--- src/logic/idc_pkg.sv ---
// Purpose: constants and carriers for the identify command decoder and the
//          controller information assembler
// Assumes: 32-bit register port, byte-wide response path
// Notes:   Functional notes follow
// Functional notes
// - Take target_controller_id from command dword ten bits 31:16.
// - With namespace management present, target_controller_id is honoured, not dropped.
// - Dword ten bits 7:0 are structure_select_code; bits 15:8 reserved.
// - Bytes 1:0 carry vendor_identifier from the configuration identification register.
// - Bytes 3:2 carry subsystem_vendor_identifier from the configuration subsystem register.
// - Bytes 23:4 carry serial_string as ASCII.
// - Bytes 63:24 carry model_string as ASCII.
// - Bytes 71:64 carry active firmware_revision_string, same as the firmware log.
// - Byte 72 carries arbitration_burst_hint.
// - Bytes 75:73 carry the vendor organization unique identifier.
// - multipath_sharing_caps bit 2 set for virtual function, clear for physical.
// - multipath_sharing_caps bit 1 set when two or more controllers may exist.
// - multipath_sharing_caps bit 0 set for two or more ports; bits 7:3 reserved.
// - Code 01h returns the controller information structure for this controller.

package idc_pkg;

    localparam logic [7:0] IDC_SEL_CTRL_INFO = 8'h01;
    localparam logic [6:0] IDC_STRUCT_BYTES = 7'h4D;
    localparam logic [6:0] IDC_LAST_INDEX = 7'h4C;

    // structure byte positions
    localparam logic [6:0] IDC_B_SUBSYS = 7'h02;
    localparam logic [6:0] IDC_B_STR = 7'h04;
    localparam logic [6:0] IDC_B_BURST = 7'h48;
    localparam logic [6:0] IDC_B_OUI = 7'h49;
    localparam logic [6:0] IDC_B_CAPS = 7'h4C;
    localparam int IDC_STR_BYTES = 68;
    localparam int IDC_STR_WORDS = 17;
    localparam logic [7:0] IDC_STR_RST = 8'h20;

    // register offsets (byte addresses)
    localparam logic [7:0] IDC_CTRL_OFS = 8'h00;
    localparam logic [7:0] IDC_OUI_OFS = 8'h04;
    localparam logic [7:0] IDC_STAT_OFS = 8'h08;
    localparam logic [7:0] IDC_LAST_OFS = 8'h0C;
    localparam logic [7:0] IDC_STR_OFS = 8'h40;
    localparam logic [7:0] IDC_STR_END = 8'h84;

    // control register fields
    localparam int IDC_CTRL_BURST_LSB = 0;
    localparam int IDC_CTRL_MP_BIT = 8;
    localparam int IDC_CTRL_MC_BIT = 9;
    localparam int IDC_CTRL_VF_BIT = 10;
    localparam logic [7:0] IDC_BURST_RST = 8'h00;
    localparam logic [23:0] IDC_OUI_RST = 24'h000000;

    typedef struct packed {
        logic [15:0] target_id;
        logic [7:0] rsvd;
        logic [7:0] sel;
    } idc_dw10_type;

    typedef struct packed {
        logic last;
        logic [6:0] index;
        logic [7:0] data;
    } idc_beat_type;

endpackage : idc_pkg

--- src/logic/idc_identify_ctrl_info.sv ---
// Purpose: decode identify dword ten and stream the first 77 bytes of the
//          controller information structure
// Assumes: response buffer accepts bytes with valid/ready; second_data_pointer
//          handled by the data mover upstream
// Notes:   strings default to ASCII spaces; software loads them before use
`timescale 1ns/100ps
`default_nettype none

module idc_identify_ctrl_info
    import idc_pkg::*;
#(
    parameter int NS_MGMT = 1
) (
    input wire logic mclk,
    input wire logic sys_rst,
    input wire logic [7:0] reg_addr,
    input wire logic [31:0] reg_wdata,
    input wire logic reg_wr,
    input wire logic reg_rd,
    output logic [31:0] reg_rdata,
    input wire logic cmd_valid,
    input wire idc_dw10_type cmd_dw10,
    output logic cmd_ready,
    input wire logic [15:0] cfg_vendor_id,
    input wire logic [15:0] cfg_subsys_vendor_id,
    output logic sel_strobe,
    output logic [7:0] structure_select_code,
    output logic [15:0] target_controller_id,
    output logic sel_other,
    output logic beat_valid,
    output idc_beat_type beat,
    input wire logic beat_ready,
    output logic busy
);

    generate
        if (NS_MGMT != 0 && NS_MGMT != 1) begin : g_bad_param
            $error("NS_MGMT must be 0 or 1");
        end
    endgenerate

    typedef enum logic {
        IDC_IDLE = 1'b0,
        IDC_SEND = 1'b1
    } idc_state_type;

    idc_state_type state_reg;
    idc_state_type state_next;

    logic [7:0] str_reg [0:IDC_STR_BYTES-1];
    logic [7:0] burst_reg;
    logic mp_reg;
    logic mc_reg;
    logic vf_reg;
    logic [23:0] oui_reg;
    logic [15:0] done_cnt_reg;
    logic [31:0] rdata_reg;
    idc_beat_type beat_reg;
    logic sel_strobe_reg;
    logic sel_other_reg;
    logic [7:0] sel_code_reg;
    logic [15:0] target_id_reg;

    // address decode shared by read and write paths
    function automatic logic is_str(input logic [7:0] a);
        is_str = (a >= IDC_STR_OFS) && (a < IDC_STR_END) && (a[1:0] == 2'h0);
    endfunction : is_str

    function automatic logic [4:0] str_word(input logic [7:0] a);
        logic [7:0] d;
        d = a - IDC_STR_OFS;
        str_word = d[6:2];
    endfunction : str_word

    wire logic hit_ctrl = reg_addr == IDC_CTRL_OFS;
    wire logic hit_oui = reg_addr == IDC_OUI_OFS;
    wire logic hit_stat = reg_addr == IDC_STAT_OFS;
    wire logic hit_last = reg_addr == IDC_LAST_OFS;
    wire logic hit_str = is_str(reg_addr);
    wire logic [4:0] wr_word = str_word(reg_addr);

    wire logic cmd_take = cmd_valid && (state_reg == IDC_IDLE);
    // reserved bits 15:8 are never looked at
    wire logic [7:0] cmd_sel = cmd_dw10.sel;
    wire logic take_info = cmd_take && (cmd_sel == IDC_SEL_CTRL_INFO);
    wire logic beat_fire = (state_reg == IDC_SEND) && beat_ready;
    wire logic send_end = beat_fire && beat_reg.last;

    // without namespace management no selection uses the identifier
    wire logic [15:0] cmd_target_id = (NS_MGMT == 1) ? cmd_dw10.target_id
                                                     : 16'h0000;

    wire logic [7:0] caps_byte = {5'h00, vf_reg, mc_reg, mp_reg};

    // byte at one position of the structure; numeric fields low byte first
    function automatic logic [7:0] struct_byte(input logic [6:0] idx);
        logic [6:0] s;
        s = idx - IDC_B_STR;
        if (idx < IDC_B_SUBSYS) begin
            struct_byte = idx[0] ? cfg_vendor_id[15:8] : cfg_vendor_id[7:0];
        end else if (idx < IDC_B_STR) begin
            struct_byte = idx[0] ? cfg_subsys_vendor_id[15:8]
                                 : cfg_subsys_vendor_id[7:0];
        end else if (idx < IDC_B_BURST) begin
            // serial, model and firmware strings share one byte array
            struct_byte = str_reg[s];
        end else if (idx == IDC_B_BURST) begin
            struct_byte = burst_reg;
        end else if (idx < IDC_B_CAPS) begin
            struct_byte = oui_reg[8*(idx-IDC_B_OUI) +: 8];
        end else begin
            struct_byte = caps_byte;
        end
    endfunction : struct_byte

    wire logic [6:0] next_index = (state_reg == IDC_IDLE) ? 7'h00
                                                          : 7'(beat_reg.index + 7'h01);
    wire logic [7:0] next_data = struct_byte(next_index);
    wire logic load_beat = take_info || (beat_fire && !beat_reg.last);

    always_comb begin
        state_next = state_reg;
        unique case (state_reg)
            IDC_IDLE: begin
                if (take_info) begin
                    state_next = IDC_SEND;
                end
            end
            IDC_SEND: begin
                if (send_end) begin
                    state_next = IDC_IDLE;
                end
            end
        endcase
    end

    always_ff @(posedge mclk) begin
        if (sys_rst) begin
            state_reg <= IDC_IDLE;
        end else begin
            state_reg <= state_next;
        end
    end

    // bytes are latched one beat ahead; a software write during a send only
    // affects bytes not yet latched
    always_ff @(posedge mclk) begin
        if (sys_rst) begin
            beat_reg <= '0;
        end else if (load_beat) begin
            beat_reg.index <= next_index;
            beat_reg.data <= next_data;
            beat_reg.last <= next_index == IDC_LAST_INDEX;
        end
    end

    always_ff @(posedge mclk) begin
        if (sys_rst) begin
            sel_strobe_reg <= 1'b0;
            sel_other_reg <= 1'b0;
            sel_code_reg <= 8'h00;
            target_id_reg <= 16'h0000;
        end else begin
            sel_strobe_reg <= cmd_take;
            sel_other_reg <= cmd_take && !take_info;
            if (cmd_take) begin
                sel_code_reg <= cmd_sel;
                target_id_reg <= cmd_target_id;
            end
        end
    end

    always_ff @(posedge mclk) begin
        if (sys_rst) begin
            done_cnt_reg <= 16'h0000;
        end else if (send_end) begin
            done_cnt_reg <= 16'(done_cnt_reg + 16'h0001);
        end
    end

    always_ff @(posedge mclk) begin
        if (sys_rst) begin
            burst_reg <= IDC_BURST_RST;
            mp_reg <= 1'b0;
            mc_reg <= 1'b0;
            vf_reg <= 1'b0;
        end else if (reg_wr && hit_ctrl) begin
            burst_reg <= reg_wdata[IDC_CTRL_BURST_LSB +: 8];
            mp_reg <= reg_wdata[IDC_CTRL_MP_BIT];
            mc_reg <= reg_wdata[IDC_CTRL_MC_BIT];
            vf_reg <= reg_wdata[IDC_CTRL_VF_BIT];
        end
    end

    always_ff @(posedge mclk) begin
        if (sys_rst) begin
            oui_reg <= IDC_OUI_RST;
        end else if (reg_wr && hit_oui) begin
            oui_reg <= reg_wdata[23:0];
        end
    end

    genvar gi;
    generate
        for (gi = 0; gi < IDC_STR_BYTES; gi++) begin : g_str
            always_ff @(posedge mclk) begin
                if (sys_rst) begin
                    str_reg[gi] <= IDC_STR_RST;
                end else if (reg_wr && hit_str && (wr_word == 5'(gi / 4))) begin
                    str_reg[gi] <= reg_wdata[8*(gi%4) +: 8];
                end
            end
        end
    endgenerate

    wire logic [4:0] rd_word = str_word(reg_addr);
    wire logic [31:0] rd_str = {str_reg[{rd_word, 2'h3}], str_reg[{rd_word, 2'h2}],
                                str_reg[{rd_word, 2'h1}], str_reg[{rd_word, 2'h0}]};
    wire logic [31:0] rd_ctrl = {21'h000000, vf_reg, mc_reg, mp_reg, burst_reg};
    wire logic [31:0] rd_stat = {done_cnt_reg, 1'b0, beat_reg.index, 7'h00, busy};
    wire logic [31:0] rd_last = {target_id_reg, 8'h00, sel_code_reg};
    wire logic [31:0] rd_mux = hit_ctrl ? rd_ctrl
                             : hit_oui ? {8'h00, oui_reg}
                             : hit_stat ? rd_stat
                             : hit_last ? rd_last
                             : hit_str ? rd_str
                             : 32'h00000000;

    // read data stand for exactly the cycle after the strobe
    always_ff @(posedge mclk) begin
        if (sys_rst) begin
            rdata_reg <= 32'h00000000;
        end else if (reg_rd) begin
            rdata_reg <= rd_mux;
        end else begin
            rdata_reg <= 32'h00000000;
        end
    end

    assign reg_rdata = rdata_reg;
    assign cmd_ready = state_reg == IDC_IDLE;
    assign busy = state_reg == IDC_SEND;
    assign beat_valid = state_reg == IDC_SEND;
    assign beat = beat_reg;
    assign sel_strobe = sel_strobe_reg;
    assign sel_other = sel_other_reg;
    assign structure_select_code = sel_code_reg;
    assign target_controller_id = target_id_reg;

endmodule : idc_identify_ctrl_info

`default_nettype wire

--- config.mk ---
export PLATFORM = sky130hd
export DESIGN_NAME = idc_identify_ctrl_info
export DESIGN_NICKNAME = d
export VERILOG_FILES = /design/src/logic/idc_pkg.sv /design/src/logic/idc_identify_ctrl_info.sv
export SDC_FILE = /design/constraint.sdc
export NUM_CORES = 1
export LEC_CHECK = 0
export ABC_AREA = 0
export BUFFER_PORTS_ARGS = -buffer_cell sky130_fd_sc_hd__buf_2
export CAP_MARGIN = 40
export CORE_MARGIN = 1
export CORE_UTILIZATION = 49
export DETAILED_ROUTE_END_ITERATION = 7
export PLACE_DENSITY = 0.66
export REMOVE_ABC_BUFFERS = 1
export SYNTH_ARGS = -nofsm -noshare
export SYNTH_HDL_FRONTEND = slang
export SYNTH_SLANG_ARGS = --single-unit
--- constraint.sdc ---
create_clock -name mclk -period 5.1 [get_ports mclk]
set_clock_uncertainty 0.05 [all_clocks]
set_input_delay 0.255 -clock mclk [delete_from_list [all_inputs] [get_ports mclk]]
set_output_delay 0.255 -clock mclk [all_outputs]
set_load 0.005 [all_outputs]
==> reports/metrics.yaml <==
status:
  status: "finished clean"
drt:
  vias: 26700
  dr.pass1.iters: 8
  routed_wl_um: 117000
  drt_iter0_markers: 3708
  drt-wirelength-per-cell_um: 28.1
  drt-vias-per-instance: 6.42
  drcViolationCount: 0
  detail-route-antenna-nets: 0
finish:
  multi_input_area_um2: 15800
  drive_gt1_frac: 0.193
  largest_reg_flops: 544
  fillers: 5984
  final_area_um2: 40400
  fin_nets: 3262
  seq_area_um2: 18900
  synthToLayoutAreaGrowth_pct: 12.8
synthesis:
  synth_edf_count: 544
  syn_inst: 3062
  avgSynthCellArea_um2: 11.7
  synth_area_leaders: "edfxtp_1 (46%), mux4_2 (11%), and2_1 (8.4%), dfxtp_1 (7.0%), nand2_1 (4.8%)"
  ys_types: 74
  synth_compound_gate_area_share: 0.0825
  synthAdderAreaFrac: 0.00175
  synth_top_family_by_area: "simple AND/OR/NAND/NOR gates"
  yosys.area.top_type_share: 0.456
  synthSimpleGateAreaFrac: 0.196
  yosysSeqAreaShare: 0.526
  yosys-mux-area-fraction: 0.154
  netlist_area_um2: 35800
  yosysWarnings: 0
  async_flop_share: 0
  synthFlopType: "edfxtp_1"
  synthXorXnorAreaFrac: 0.00510
  yosysTopAreaCell: "edfxtp_1"
  synth_seq_cells: 670
setup_path:
  endpoint_kind: "register"
  worstSetupStartpointType: "register"
  critPathArrivalTime_ns: 4.52
  crit_type: "register to register"
  worst_ep_required_time_ns: 5.60
  critPathMaxFanout: 37
place:
  dpl_cell_area_um2: 37700
  hpwl_um: 75000
  io_buffers: 178
  gp_congestion: 0.983
cts:
  tritoncts: "yes"
  clkTransAtPathRegs_ns: 0.06
  cts_buffer_depth: 3
  cts-resized-gates: 0
  h-tree-depth: 3
  cts_root_buf: "clkbuf_16"
  postCtsSetupRepairBufs: 0
  insertion_delay_ns: 0.63
  cts.sinks: 670
  hold_buffers: 32
  cts_made_buffers: 74
sta:
  hold_violations: 0
  drv_slew: 0
  rsz0062_at_grt: "false"
  fin_crit_ns: 4.02
  relSlewSlack: 0.214
  setup_viol: 0
  timing.fmax_mhz: 249
  fin_tns_setup_ns: 0
  min_period_over_period: 0.787
  holdWs_ns: 0.00748
  worst_pin_slew_ns: 1.18
power_and_ir_drop:
  irDropWorstVdd_uv: 241
  p_leak_uw: 0.0141
  power.density_nw_per_um2: 314
floorplan:
  num_rows: 98
  start_util: 0.499
  die_x_um: 272
  io_pins: 187
  die_area_um2: 74200
  fp.coreArea_um2: 71900
  dieHeight_um: 272
job:
  maxCapViolCount: 0
grt:
  antenna_found_initial: 7
  grt_max_degree: 154
  grt_pass1_wl_um: 171000
  overflow: 0
  grt_pass1_vias: 26200
  grt_usage: 0.314
min_path:
  hold_path_class: "primary input to register"
Yosys cell counts, types with 69 or more instances:
| master | number |
|---|---|
| edfxtp_1 | 544 |
| and2_1 | 483 |
| nand3_1 | 113 |
| buf_2 | 92 |
| mux2i_1 | 135 |
| nand2_1 | 454 |
| clkbuf_1 | 154 |
| or3_1 | 78 |
| a21oi_1 | 107 |
| mux4_2 | 179 |
| nor2_1 | 69 |
| nor2b_1 | 69 |
| dfxtp_1 | 126 |
metrics by stage:
step	power, uW	std cells	utilization	worst slack (ns)
after global placement	7320	3973	0.520	1.31
after floorplan	6840	2784	-	-11.77
final	12700	4159	0.562	1.08
after CTS	12700	4156	0.562	1.25
after detailed placement	7370	3989	0.524	1.28
after global routing	13000	4157	0.562	1.02
routing by layer:
| metal | vias up | track usage | routed length (um) |
|---|---|---|---|
| met1 | 13300 | 0.413 | 44300 |
| met5 | - | 0 | 0 |
| met2 | 1648 | 0.511 | 55400 |
| met3 | 251 | 0.0547 | 12300 |
| met4 | 0 | 0.136 | 4970 |
| li1 | 11500 | - | - |
final cells by class:
| cell class | count | area share |
|---|---|---|
| Antenna cell | 3 | 0.000186 |
| Clock buffer | 99 | 0.0507 |
| Clock inverter | 36 | 0.00907 |
| Inverter | 9 | 0.00102 |
| Multi-Input combinational cell | 2105 | 0.392 |
| Sequential cell | 670 | 0.467 |
| Tap cell | 950 | 0.0294 |
| Timing Repair Buffer | 287 | 0.0513 |
critical path, stage by stage (launching register included):
cell	delay [ns]
dfxtp_4	0.34
buf_4	0.48
and3_1	0.28
mux2i_2	0.42
ha_2	0.41
clkinv_1	0.56
a221oi_1	0.49
a221oi_1	0.13
and3_1	0.23
a31oi_1	0.14
nand4b_1	0.21
a31oi_1	0.19
final timing paths:
path / cells after the start / from / slack, ns / end
worst max-delay path: 11 / beat[8]$_SDFFE_PP0P_ / 1.08 / beat[6]$_SDFFE_PP0P_
worst min-delay path: 3 / reg_wdata[23] / 0.007 / oui_reg[23]$_SDFFE_PP0P_
worst max register to register: 11 / beat[8]$_SDFFE_PP0P_ / 1.08 / beat[6]$_SDFFE_PP0P_
worst min register to register: 2 / burst_reg[4]$_SDFFE_PP0P_ / 0.43 / burst_reg[4]$_SDFFE_PP0P_
logic make-up (layout without fill, tap and decap cells):
| family | count (synthesis) | count (layout) |
|---|---|---|
| adder cells (fa/ha/maj) | 5 | 5 |
| AO/OA/AOI/OAI | 417 | 417 |
| multiplexers | 325 | 325 |
| other | 0 | 3 |
| buffers and inverters | 287 | 431 |
| AND/OR/NAND/NOR | 1338 | 1338 |
| flip-flops | 670 | 670 |
| XOR/XNOR | 20 | 20 |
power by group:
group	total (uW)	switching, uW	internal [uW]	leakage, uW
combinational	1020	592	429	0.00672
clock	5390	2210	3180	0.00119
sequential	6280	140	6140	0.00622
total	12700	2950	9750	0.0141
cell usage in the layout, fill, tap and decap left out, types with 8 or more instances in the layout:
| cell | count |
|---|---|
| nor2_4 | 9 |
| buf_12 | 12 |
| mux2_2 | 10 |
| and3_1 | 13 |
| a21oi_1 | 107 |
| nor2_2 | 10 |
| dlygate4sd3_1 | 32 |
| buf_4 | 59 |
| a311oi_1 | 63 |
| a221oi_1 | 22 |
| clkinv_1 | 9 |
| nand2_1 | 454 |
| o211ai_1 | 12 |
| o22ai_1 | 27 |
| dfxtp_1 | 125 |
| edfxtp_1 | 544 |
| o21ai_0 | 17 |
| mux2i_1 | 135 |
| nor2b_1 | 67 |
| or3_1 | 78 |
| nor2_1 | 63 |
| buf_2 | 175 |
| a211oi_1 | 61 |
| o211a_1 | 8 |
| nand3_1 | 113 |
| and2_1 | 482 |
| clkbuf_16 | 76 |
| a31oi_1 | 31 |
| clkbuf_1 | 17 |
| nor3_1 | 17 |
| a21o_2 | 8 |
| mux4_2 | 179 |
| clkinv_2 | 14 |
| xor2_1 | 11 |
No activity file was read; power rests on OpenSTA's default activity.
